## src/logic/pmtr_pkg.sv

```systemverilog
package pmtr_pkg;
    localparam int unsigned PMTR_CLK_PERIOD_PS = 8000;
    // Chip select high longer than this counts as a refresh opportunity
    localparam int unsigned PMTR_OPP_HIGH_PS = 15000;
    localparam int unsigned PMTR_OPP_HIGH_CYC_RAW =
        (PMTR_OPP_HIGH_PS + PMTR_CLK_PERIOD_PS - 1) / PMTR_CLK_PERIOD_PS;
    localparam logic [3:0] PMTR_OPP_HIGH_CYC = PMTR_OPP_HIGH_CYC_RAW[3:0];
    // Least chip-select-high time after a write in synchronous mode, or after an async write ended by chip select
    localparam int unsigned PMTR_MIN_HIGH_PS = 5000;
    localparam int unsigned PMTR_MIN_HIGH_CYC_RAW =
        (PMTR_MIN_HIGH_PS + PMTR_CLK_PERIOD_PS - 1) / PMTR_CLK_PERIOD_PS;
    localparam logic [3:0] PMTR_MIN_HIGH_CYC = PMTR_MIN_HIGH_CYC_RAW[3:0];
    // Configuration register fields
    localparam int unsigned PMTR_CFG_SYNC_N_BIT = 15;
    localparam int unsigned PMTR_CFG_LC_MSB = 13;
    localparam int unsigned PMTR_CFG_LC_LSB = 11;
    localparam int unsigned PMTR_CFG_FIXED_BIT = 14;
    localparam logic [2:0] PMTR_LC_OFFSET = 3'h1;
    localparam logic [15:0] PMTR_CFG_RESET = 16'h9D1F;

    typedef enum logic [2:0] {
        PMTR_IDLE,
        PMTR_ASYNC_WR,
        PMTR_ASYNC_RD,
        PMTR_BURST_WAIT,
        PMTR_BURST_DATA
    } pmtr_state_t;
endpackage : pmtr_pkg

```

## src/logic/pmtr_sync.sv

```systemverilog
`timescale 1ns/1ps
`default_nettype none
module pmtr_sync #(
    parameter int WIDTH = 1
) (
    input wire logic clk,
    input wire logic reset,
    input wire logic [WIDTH-1:0] async_in,
    output logic [WIDTH-1:0] sync_out
);
    logic [WIDTH-1:0] stage1;

    always_ff @(posedge clk or posedge reset) begin
        if (reset) begin
            stage1 <= '1;
            sync_out <= '1;
        end else begin
            stage1 <= async_in;
            sync_out <= stage1;
        end
    end
endmodule : pmtr_sync
`default_nettype wire

```

## src/logic/pmtr_core.sv

```systemverilog
`timescale 1ns/1ps
`default_nettype none
module pmtr_core
    import pmtr_pkg::*;
(
    input wire logic clk,
    input wire logic reset,
    input wire logic link_clk,
    input wire logic select_n,
    input wire logic address_valid_n,
    input wire logic write_n,
    input wire logic [15:0] bus_config_reg,
    output logic wait_active,
    output logic refresh_opportunity,
    output logic async_start,
    output logic burst_start,
    output logic transition_error,
    output logic [2:0] op_state
);
    logic [3:0] pins_s;
    logic link_clk_q, sel_n_q, adv_n_q;
    logic [3:0] high_cnt;
    logic [2:0] wait_cnt;
    logic last_was_write, last_sync_var, wrote_by_select;
    // Set once an async access has run to its end under the current select
    logic async_done;
    logic next_async_done;
    pmtr_state_t state, next_state;

    // True for either kind of asynchronous access state
    function automatic logic is_async(input pmtr_state_t s);
        return s == PMTR_ASYNC_WR || s == PMTR_ASYNC_RD;
    endfunction : is_async

    pmtr_sync #(.WIDTH(4)) u_sync (
        .clk(clk),
        .reset(reset),
        .async_in({link_clk, select_n, address_valid_n, write_n}),
        .sync_out(pins_s)
    );

    wire lclk = pins_s[3];
    wire sel_n = pins_s[2];
    wire adv_n = pins_s[1];
    wire wr_n = pins_s[0];
    wire lclk_rise = lclk && !link_clk_q;
    wire adv_fall = !adv_n && adv_n_q && !sel_n;
    wire sel_rise = sel_n && !sel_n_q;
    wire sync_mode = !bus_config_reg[PMTR_CFG_SYNC_N_BIT];
    wire fixed_lat = bus_config_reg[PMTR_CFG_FIXED_BIT];
    wire [2:0] lat_code = bus_config_reg[PMTR_CFG_LC_MSB:PMTR_CFG_LC_LSB];
    // Code 2 gives 3 clocks in either latency mode
    wire [2:0] lat_clocks = lat_code + PMTR_LC_OFFSET;
    wire clocked_high = sel_n && lclk_rise;
    wire long_high = sel_n && (high_cnt >= PMTR_OPP_HIGH_CYC);
    wire opp = clocked_high || long_high;
    // Burst when link clock ticks at address-valid low in sync mode
    // The burst's own address-valid fall reaches the state machine before the
    // first link clock edge, so the async states must stay open to a burst.
    wire burst_req = sync_mode && !adv_n && !sel_n && lclk_rise &&
        (state == PMTR_IDLE || is_async(state));
    // Variable-latency burst after a finished async access needs a deselect
    wire need_desel = burst_req && !fixed_lat && async_done;
    wire adv_rise = adv_n && !adv_n_q;
    wire async_end = is_async(state) && adv_rise && !sel_n;
    // Deselect or an accepted burst forgets the finished access
    assign next_async_done = (sel_n || next_state == PMTR_BURST_WAIT) ? 1'b0 :
        (async_done || async_end);
    wire need_min = (sync_mode || wrote_by_select) && last_was_write;
    wire short_high = sel_rise ? 1'b0 : (!sel_n && sel_n_q && need_min &&
        high_cnt < PMTR_MIN_HIGH_CYC);

    always_comb begin
        next_state = state;
        case (state)
            PMTR_IDLE, PMTR_ASYNC_WR, PMTR_ASYNC_RD: begin
                if (burst_req && !need_desel) begin
                    next_state = PMTR_BURST_WAIT;
                end else if (adv_fall) begin
                    next_state = wr_n ? PMTR_ASYNC_RD : PMTR_ASYNC_WR;
                end
            end
            PMTR_BURST_WAIT: begin
                if (lclk_rise && wait_cnt <= 3'h1) begin
                    next_state = PMTR_BURST_DATA;
                end
            end
            PMTR_BURST_DATA: begin
                // Fixed-latency bursts may drop straight into async read or write
                if (adv_fall && fixed_lat) begin
                    next_state = wr_n ? PMTR_ASYNC_RD : PMTR_ASYNC_WR;
                end
            end
            default: next_state = PMTR_IDLE;
        endcase
        if (sel_n) begin
            next_state = PMTR_IDLE;
        end
    end

    always_ff @(posedge clk or posedge reset) begin
        if (reset) begin
            // The synchroniser leaves reset high; matching it avoids a false
            // link clock rise on the first edge after reset.
            link_clk_q <= 1'b1;
            sel_n_q <= 1'b1;
            adv_n_q <= 1'b1;
        end else begin
            link_clk_q <= lclk;
            sel_n_q <= sel_n;
            adv_n_q <= adv_n;
        end
    end

    always_ff @(posedge clk or posedge reset) begin
        if (reset) begin
            high_cnt <= 4'h0;
        end else if (!sel_n_q || !sel_n) begin
            high_cnt <= sel_n ? 4'h1 : high_cnt;
        end else if (high_cnt != 4'hF) begin
            high_cnt <= high_cnt + 4'h1;
        end
    end

    always_ff @(posedge clk or posedge reset) begin
        if (reset) begin
            state <= PMTR_IDLE;
            wait_cnt <= 3'h0;
        end else begin
            state <= next_state;
            if (next_state == PMTR_BURST_WAIT && state != PMTR_BURST_WAIT) begin
                wait_cnt <= lat_clocks;
            end else if (state == PMTR_BURST_WAIT && lclk_rise && wait_cnt != 3'h0) begin
                wait_cnt <= wait_cnt - 3'h1;
            end
        end
    end

    // Tracks how the last write ended, for the minimum-high check
    always_ff @(posedge clk or posedge reset) begin
        if (reset) begin
            last_was_write <= 1'b0;
            wrote_by_select <= 1'b0;
            last_sync_var <= 1'b0;
        end else begin
            last_sync_var <= sync_mode && !fixed_lat;
            if (state == PMTR_ASYNC_WR && sel_rise) begin
                last_was_write <= 1'b1;
                wrote_by_select <= !wr_n;
            end else if (state == PMTR_ASYNC_RD || state == PMTR_BURST_WAIT) begin
                last_was_write <= 1'b0;
                wrote_by_select <= 1'b0;
            end
        end
    end

    always_ff @(posedge clk or posedge reset) begin
        if (reset) begin
            async_done <= 1'b0;
        end else begin
            async_done <= next_async_done;
        end
    end

    always_ff @(posedge clk or posedge reset) begin
        if (reset) begin
            wait_active <= 1'b0;
        end else begin
            wait_active <= (next_state == PMTR_BURST_WAIT);
        end
    end

    always_ff @(posedge clk or posedge reset) begin
        if (reset) begin
            refresh_opportunity <= 1'b0;
        end else begin
            refresh_opportunity <= opp;
        end
    end

    always_ff @(posedge clk or posedge reset) begin
        if (reset) begin
            async_start <= 1'b0;
        end else begin
            async_start <= is_async(next_state) && adv_fall;
        end
    end

    always_ff @(posedge clk or posedge reset) begin
        if (reset) begin
            burst_start <= 1'b0;
        end else begin
            burst_start <= (next_state == PMTR_BURST_WAIT && state != PMTR_BURST_WAIT);
        end
    end

    // A refused burst leaves the state alone; only this pulse reports it
    always_ff @(posedge clk or posedge reset) begin
        if (reset) begin
            transition_error <= 1'b0;
        end else begin
            transition_error <= need_desel || short_high;
        end
    end

    always_ff @(posedge clk or posedge reset) begin
        if (reset) begin
            op_state <= 3'h0;
        end else begin
            op_state <= 3'(state);
        end
    end
endmodule : pmtr_core
`default_nettype wire

```

## config.mk

```make
export PLATFORM = sky130hd
export DESIGN_NAME = pmtr_core
export DESIGN_NICKNAME = d
export VERILOG_FILES = /design/src/logic/pmtr_pkg.sv /design/src/logic/pmtr_sync.sv /design/src/logic/pmtr_core.sv
export SDC_FILE = /design/constraint.sdc
export NUM_CORES = 1
export LEC_CHECK = 0
export BUFFER_PORTS_ARGS = -buffer_cell sky130_fd_sc_hd__buf_2
export CAP_MARGIN = 15
export CORE_MARGIN = 4
export CORE_UTILIZATION = 45
export DETAILED_ROUTE_END_ITERATION = 10
export PLACE_DENSITY = 0.74
export REMOVE_ABC_BUFFERS = 1
export SETUP_SLACK_MARGIN = 0.15
export SLEW_MARGIN = 20
export SYNTH_ARGS = -nofsm -noshare
export SYNTH_HDL_FRONTEND = slang
export SYNTH_SLANG_ARGS = --single-unit
```

## constraint.sdc

```tcl
create_clock -name clk -period 2.2 [get_ports clk]
set_input_delay 0.22 -clock clk [delete_from_list [all_inputs] [get_ports clk]]
set_output_delay 0.22 -clock clk [all_outputs]
set_load 0.01 [all_outputs]
```

-- Word-level counts from Yosys, hierarchy flattened
Index checks and enable logic that the tools add are counted.
- bits in registers: 32
- input port bits: 22
- output and inout port bits: 8
- logic and storage cells: 103
- add/subtract/negate cells: 3
- magnitude comparators: 3
- eq/ne operators: 10
- muxes and demuxes: 17
- reduce and logical (&&, ||, !) cells: 53
- operator list (kind ; number):
    $logic_and A1 B1 Y1 ; 27
    $mux W3 ; 7
    $eq A3 B2 Y1 const B ; 4
    $mux W4 ; 3
    $logic_or A1 B1 Y1 ; 10
    $logic_not A1 Y1 ; 9
    $pmux W3 S3 ; 1
    $eq A3 B1 Y1 const B ; 2
    $reduce_bool A2 Y1 ; 3
    $mux W1 ; 5
    $add A4 B1 Y4 const B ; 1
    $ge A4 B2 Y1 const B ; 1
    $lt A4 B1 Y1 const B ; 1
    $ne A4 B4 Y1 const B ; 1
    $add A3 B1 Y3 const B ; 1
    $eq A3 B3 Y1 const B ; 1
    $le A3 B1 Y1 const B ; 1
    $logic_not A3 Y1 ; 1
    $ne A3 B2 Y1 const B ; 1
    $reduce_bool A3 Y1 ; 1
    $reduce_or A3 Y1 ; 1
    $sub A3 B1 Y3 const B ; 1
    $mux W2 ; 1
    $ne A2 B1 Y1 const B ; 1
    $reduce_and A2 Y1 ; 1

-- Longest topological paths before layout
Gate-level depths: netlist of the first run.
- depth in word-level cells: 15
- gate-level depth with buffers: 7
- mapped depth without buffers: 6

-- Modules after synthesis
A second synthesis of the first run with hierarchy kept.
- cell total of the unflattened synthesis: 122
- area, all modules: 1423.9 um^2
- modules (own cells, without submodules) (module ; times used ; cells an instance ; area each (um^2) ; seq. area each (um^2)):
    pmtr_core ; 1 ; 113 ; 1209.9 ; 604.3
    pmtr_sync ; 1 ; 9 ; 214.0 ; 210.2

-- Least setup slack after synthesis of the first run
OpenSTA, ideal clock, no wires.
- path kind: register to register
- start point: register wait_cnt[0]
- end point: register wait_cnt[2]
- setup time: 125 ps
- arrival time: 1596 ps
- data required time: 2075 ps
- slack: 479 ps
- stages on the path, launching flop included: 8
- path buffers: 1
- clock period less this slack: 1721 ps
- path through: dfrtp_1 -> inv_1 -> ha_1 -> ha_1 -> or3_1 -> buf_2 -> mux2i_1 -> mux2_2
- longest elaborated chain between the ends: 8
- elaborated cells on any way between the ends: 13
- classes of those cells: add/sub: 1; order compare: 1; eq/ne: 1; mux: 5; reduce/logical: 5
- RTL lines (element ; line ; source):
    start: declaration ; pmtr_core.sv:23 ; logic [2:0] wait_cnt;
    start signal: assignment ; pmtr_core.sv:132 ; wait_cnt <= lat_clocks;
    start signal: assignment ; pmtr_core.sv:134 ; wait_cnt <= wait_cnt - 3'h1;
    $le A3 B1 Y1 ; pmtr_core.sv:84 ; if (lclk_rise && wait_cnt <= 3'h1) begin
    $logic_and A1 B1 Y1 ; pmtr_core.sv:84 ;
    $mux W3 ; pmtr_core.sv:84 ;
    $pmux W3 S3 ; pmtr_core.sv:75 ; case (state)
    $mux W3 ; pmtr_core.sv:96 ; if (sel_n) begin
    $eq A3 B2 Y1 ; pmtr_core.sv:131 ; if (next_state == PMTR_BURST_WAIT && state != PMTR_BURST_WAIT) begin
    $logic_and A1 B1 Y1 ; pmtr_core.sv:131 ;
    $mux W3 or $reduce_bool A2 Y1 (tied branches) ; n/a ;
Parallel ways exist; a longest one is shown, timed or not. The select of a mux whose other input is x is not followed.
A chain may end at the register's enable or synchronous reset.

-- Final worst setup path of the first run
Same ends and word-level chain as after synthesis.

==> key figures, run 1 <==
Status
  – Status: complete, no violations

Power and ir drop
  – Worst VDD drop: 441 uV
  – Sequential share of power: 56.3%
  – Pleak: 0.857 nW
  – Switching Power: 0.000392 W
  – Cell-internal power: 0.000934 W
  – Comb pwr share: 20.8%
  – Clock share of power: 22.9%
  – PwrDens: 776 nW/um^2
  – Net Sw Frac: 29.6%

Detailed routing
  – First-pass DRT Iterations: 4
  – Mean routed wirelength per cell: 12.3 um
  – Vias/cell: 5.05
  – DRC: 0
  – Total Routed Length: 2590 um
  – Routed Antenna Nets: 0
  – DR iter-0 viols: 56
  – Via count: 1060

Die
  – Die width: 65.1 um
  – Die height: 65.1 um
  – Row cnt: 20
  – Die area: 4240 sq um
  – Core area: 3080 sq um
  – Initial Util: 47.7%
  – Top-level port count: 30

Setup path
  – Setup CP Type: flip-flop to flip-flop
  – Worst EP required: 2.41 ns
  – Kind of start point of the critical path: flip-flop
  – Crit-path max FO: 4
  – Crit-path cells: inv_1 -> ha_1 -> ha_1 -> or3_1 -> mux2i_1 -> mux2_2
  – Delay-heaviest family, CP: simple AND/OR/NAND/NOR gates
  – CP bufs+invs: 1
  – CP dominant cell by count: ha_1
  – Crit path capture type: flip-flop
  – CP arrival: 2.03 ns
  – Worst stage delay on the critical path: 0.45 ns
  – CP max stage cell: or3_1

Run
  – Max_cap viols: 0

Clock network
  – Num CTS Buffers: 5
  – CTS resizes: 0
  – TritonCTS clock tree: done
  – Clk slew on worst S/H paths: 0.09 ns
  – Max clock buf depth: 2
  – H-tree depth: 2
  – Clock sink total: 32
  – Root buf cell: clkbuf_4
  – Worst-Skew Late Latency: 0.33 ns

Layout
  – Final Non-Filler Cells: 210
  – Nets: 194
  – Layout cells sized above 1: 24.7%
  – Diode count: 0
  – FILL cells: 265
  – Area Overhead vs Synth: 16.4%

Synthesis
  – Syn Std Cell Area: 1470 sq um
  – Post-Synthesis Cells: 137
  – Post-synthesis sequential element count: 32
  – Yosys Warn Count: 0
  – Seq/Total Area, Yosys: 55.5%
  – Netlist cell types: 36
  – Average cell area after synthesis: 10.7 sq um

GRT
  – First-pass GRT wire length: 4620 um
  – Initial antenna violation count: 0
  – GRT Residual Overflow: 0
  – Number of global-route vias before repair: 1065
  – Total track usage: 14.5%
  – Largest net degree at the start of global routing: 33

Hold path
  – Hold Path Class: primary input to flip-flop

STA
  – Fin. max-slew vios: 0
  – RSZ-0062 raised after global routing: false
  – Slew HR: 68.2%
  – Number of hold violations in the final report: 0
  – Tcrit/Tclk final: 82.7%
  – Fmax: 549 MHz
  – Tmin final: 1.82 ns
  – Slew @ Worst Pin: 0.476 ns
  – Setup_tns: 0 ns
  – Endpoints failing setup: 0
  – Final Skew: 0.0119 ns

Placement
  – DP HPWL: 1850 um
  – Inst Count DP: 197
  – Port bufs: 18
  – Final GP Congestion: 0.770
[cells by family after synthesis]
family,after synthesis,share of synthesized area (%)
adder cells (fa/ha/maj),7,5.96
AO/OA/AOI/OAI,22,9.37
flip-flops,32,55.5
AND/OR/NAND/NOR,49,18.1
multiplexers,4,2.81
buffers and inverters,18,5.37
XOR/XNOR,5,2.98
[placed cells by master (no fill, tap or decap), drive strengths merged, types with 4 or more instances in the layout]
cell         count
nor2            12
dfstp           11
buf             22
o21ai            6
dfrtp           21
a21oi            6
xor2             4
ha               7
inv             12
clkbuf           8
nand2           11
dlygate4sd3      5
nand3            4
[registers in the layout, summed over array words and instances, names as in the netlist, 3 cells and up]
signal	count
high_cnt	4
u_sync.stage1	4
u_sync.sync_out	4
op_state	3
state	3
wait_cnt	3
[power groups by stage]
stage,Combinational [W],Clock [W],Sequential [W]
global route,0.000322,0.000344,0.000760
floorplan,0.000191,0,0.000748
CTS,0.000281,0.000316,0.000748
global placement,0.000250,0,0.000753
detailed placement,0.000273,0,0.000759
finish,0.000275,0.000304,0.000746
[worst register-to-register path, stage by stage (launching register included)]
cell and delay (ns):
dfrtp_1 0.38, inv_1 0.08, ha_1 0.22, ha_1 0.18, or3_1 0.45, mux2i_1 0.14
mux2_2 0.25
[what timing repair did]
action	in CTS	in global routing
hold buffers	5	0
endpoints found under the hold margin	25	0
setup buffers	0	0
[cell usage after synthesis, drive strengths merged]
cell type,number,area [sq um]
dfrtp,21,526
inv,12,45.0
nor2,12,45.0
dfstp,11,289
nand2,11,41.3
ha,7,87.6
a21oi,6,30.0
o21ai,6,30.0
buf,4,26.3
nand3,4,20.0
xor2,4,35.0
mux2i,3,30.0
nand2b,3,18.8
nor2b,3,18.8
nor3,3,15.0
nor3b,3,22.5
a2bb2oi,2,17.5
a31oi,2,12.5
clkbuf,2,7.51
nand4,2,12.5
nor4,2,12.5
o311ai,2,17.5
a22oi,1,7.51
and3,1,6.26
and4,1,8.76
mux2,1,11.3
nand3b,1,20.0
nand4bb,1,11.3
o21bai,1,7.51
o221ai,1,8.76
o22ai,1,6.26
or2,1,6.26
or3,1,6.26
xnor2,1,8.76
[metrics by stage]
step / utilization, % / power, W / setup slack [ns] / instance area, sq um / hold WS (ns)
after CTS: 55.5 / 0.00134 / 0.365 / 1710 / 0.0729
final: 55.5 / 0.00133 / 0.380 / 1710 / 0.0816
after detailed placement: 52.3 / 0.00103 / 0.396 / 1610 / 0.313
after global placement: 52.3 / 0.00100 / 0.447 / 1610 / 0.310
after floorplan: - / 0.000938 / 0.508 / 1440 / 0.224
after global routing: 55.5 / 0.00143 / 0.289 / 1710 / 0.0667
[per-layer routing]
| metal | part of all wire [%] | global-route usage (%) | vias to the layer above |
|---|---|---|---|
| li1 | - | - | 524 |
| met5 | 0 | 0 | - |
| met4 | 2.2 | 9.33 | 0 |
| met1 | 41 | 16.9 | 498 |
| met2 | 51 | 23.2 | 30 |
| met3 | 6.3 | 4.10 | 8 |
[path summary, 6_finish.rpt]
kind                                    start                  to  slack, ns  cells after the start
hold reg to reg              u_sync.stage1[1]  u_sync.sync_out[1]       0.36                      0
setup reg to reg                  wait_cnt[0]         wait_cnt[2]       0.38                      6
max in group asynchronous               reset          link_clk_q       1.38                      4
hold / removal             bus_config_reg[11]         wait_cnt[0]       0.08                      2
min in group asynchronous               reset         wait_active       0.50                      4
setup / recovery                  wait_cnt[0]         wait_cnt[2]       0.38                      6
[layout make-up]
class                   instances  area (sq um)  share of cell area [%]
clock buffers                   8          48.8                    2.86
inverters                      12          45.0                    2.64
multi-input cells              87           576                    33.7
flip-flops and latches         32           815                    47.7
well taps                      44          55.1                    3.22
repair buffers                 27           170                    9.96
(Power assumes the default switching activity.)
==> inputs of run 2 (changes only) <==
--- a/config.mk
+++ b/config.mk
@@ -10,7 +10,7 @@
 export CORE_MARGIN = 4
 export CORE_UTILIZATION = 45
 export DETAILED_ROUTE_END_ITERATION = 10
-export PLACE_DENSITY = 0.74
+export PLACE_DENSITY = 0.76
 export REMOVE_ABC_BUFFERS = 1
 export SETUP_SLACK_MARGIN = 0.15
 export SLEW_MARGIN = 20
==> constraint.sdc (replaced) <==
create_clock -name clk -period 1.58 [get_ports clk]
set_input_delay 0.158 -clock clk [delete_from_list [all_inputs] [get_ports clk]]
set_output_delay 0.158 -clock clk [all_outputs]
set_load 0.01 [all_outputs]
==> key figures, run 2 (synthesis gave the netlist of run 1 again) <==
Detailed routing
  – Total Routed Length: 3180 um (+23%)
  – Via count: 1151 (+8.6%)
  – First-pass DRT Iterations: 4 (unchanged)
  – Mean routed wirelength per cell: 13.7 um (+11%)
  – Vias/cell: 4.96 (-1.7%)
  – DRC: 0 (unchanged)
  – DR iter-0 viols: 55 (-1.8%)
  – Routed Antenna Nets: 0 (unchanged)

Clock network
  – H-tree depth: 2 (unchanged)
  – Clock sink total: 32 (unchanged)
  – Root buf cell: clkbuf_4
  – TritonCTS clock tree: done
  – Clk slew on worst S/H paths: 0.09 ns (about the same)
  – Num CTS Buffers: 5 (unchanged)
  – Max clock buf depth: 2 (unchanged)
  – Worst-Skew Late Latency: 0.33 ns (about the same)

Setup path
  – Crit path capture type: flip-flop
  – Worst EP required: 1.79 ns (-0.62 ns)
  – Crit-path max FO: 2 (-2)
  – Kind of start point of the critical path: flip-flop
  – CP arrival: 1.81 ns (-0.22 ns)
  – Critical R2R Launch: wait_cnt[0]
  – R2r setup slk: -0.01 ns (-0.39 ns)
  – Critical R2R Capture: wait_cnt[2]
  – Setup CP Type: flip-flop to flip-flop
  – Reg2Reg Depth: 6 (unchanged)

GRT
  – GRT Residual Overflow: 0 (unchanged)
  – First-pass GRT wire length: 5020 um (+8.7%)
  – Largest net degree at the start of global routing: 33 (unchanged)
  – Initial antenna violation count: 0 (unchanged)
  – Number of global-route vias before repair: 1146 (+7.6%)
  – Total track usage: 15.7% (+1.2 points)

Status
  – Failing checks: setup timing
  – Status: complete, but fails checks

Hold path
  – Hold Startpoint: bus_config_reg[12]
  – Hold Path Class: primary input to flip-flop
  – Worst Hold Depth: 4 (+2)
  – Hold endpoint: wait_cnt[1]

Layout
  – Nets: 216 (+11%)
  – Layout cells sized above 1: 45.2% (+21 points)
  – Final instance area: 2060 sq um (+20%)
  – Commonest non-fill, non-tap cell in the layout: buf_4
  – Top Registers: high_cnt: 4 flops, u_sync.stage1: 4 flops, u_sync.sync_out: 4 flops
  – Most frequent cells in the layout: buf_4, dfrtp_1, buf_2, nor2_1, dfstp_2
  – Area Overhead vs Synth: 40.0%
  – Diode count: 0 (unchanged)

STA
  – Slew HR: 74.2% (+6.0 points)
  – RSZ-0062 raised after global routing: true
  – Endpoints failing setup: 1 (+1)
  – Final setup margin: -0.0130 ns (-0.393 ns)
  – Fmax: 628 MHz (+14%)
  – Tmin final: 1.59 ns (-0.227 ns)
  – Number of hold violations in the final report: 0 (unchanged)
  – Setup_tns: -0.0130 ns (-0.0130 ns)
  – Fin. max-slew vios: 0 (unchanged)
  – Tcrit/Tclk final: 101% (+18 points)
  – Final Skew: 0.0151 ns (+0.00328 ns)
  – Slew @ Worst Pin: 0.387 ns (-0.0895 ns)
  – Worst Hold Margin: 0.163 ns (+0.0816 ns)

Placement
  – Worst slack at placement: -0.137 ns (-0.533 ns)
  – Port bufs: 18 (unchanged)
  – DP HPWL: 2090 um (+13%)
  – Final GP Congestion: 0.772 (+0.32%)
  – Placed cell areas: 1710 sq um (+6.1%)

Power and ir drop
  – PwrDens: 1150 nW/um^2 (+49%)
  – PnR Total Power: 0.00237 W (+79%)
  – Pleak: 1.02 nW (+18%)
  – Worst VDD drop: 849 uV (+92%)

Run
  – Max_cap viols: 0 (unchanged)

Die
  – Core area: 3080 sq um (unchanged)
  – Die width: 65.1 um (unchanged)
  – Initial Util: 47.7% (unchanged)
  – Die area: 4240 sq um (unchanged)
  – Top-level port count: 30 (unchanged)
  – Row cnt: 20 (unchanged)
  – Die height: 65.1 um (unchanged)
run 2: report_power, final:
group | switching, W | leakage, nW | internal [W]
Combinational | 0.000338 | 0.584 | 0.000406
Sequential | 0.0000884 | 0.390 | 0.000938
Clock | 0.000272 | 0.0412 | 0.000330
Total | 0.000699 | 1.02 | 0.00167
run 2: worst max path at each step:
stage | from | endpoint | slack [ns]
final | wait_cnt[0] | wait_cnt[2] | -0.01
after global routing | wait_cnt[0] | wait_cnt[2] | -0.05
after CTS | wait_cnt[0] | wait_cnt[2] | -0.03
after detailed placement | wait_cnt[0] | wait_cnt[2] | -0.14
after global placement | wait_cnt[0] | wait_cnt[0] | -0.08
after floorplan | wait_cnt[0] | wait_cnt[2] | -0.11
run 2: metrics by stage:
step	util (%)	instances
after floorplan	-	131
after global placement	55.5	210
after detailed placement	55.5	210
after CTS	61.9	226
after global routing	66.8	232
final	66.8	232
run 2: final cells by class:
type	count	area, sq um
clock inverter	3	42.5
multi-input combinational	87	704
tap	44	55.1
fill	226	1020
clock buffer	5	37.5
timing repair buffer	49	357
sequential	32	816
inverter	12	45.0
run 2: worst max-delay path: stages (launching register included):
cell	delay (ns)
dfrtp_1	0.37
inv_2	0.06
ha_4	0.15
ha_2	0.16
or3_4	0.34
mux2i_1	0.14
mux2_2	0.26
run 2: routing by layer:
layer  GRT usage [%]  vias to the layer above  routed length [um]  share of wire (%)
met5               0                        -                   0                  0
met4            3.89                        0                  40                1.3
met3            4.62                        4                 124                3.9
met2            28.4                       25                1690                 53
met1            18.2                      556                1330                 42
li1                -                      566                   -                  -
run 2: repair_timing:
action / in CTS / in global routing
hold endpoints to repair: 25 / 1
pin swaps: 3 / 7
endpoints found under the setup margin: 8 / 7
resized for setup: 11 / 24
setup buffers: 3 / 5
hold buffers: 5 / 1
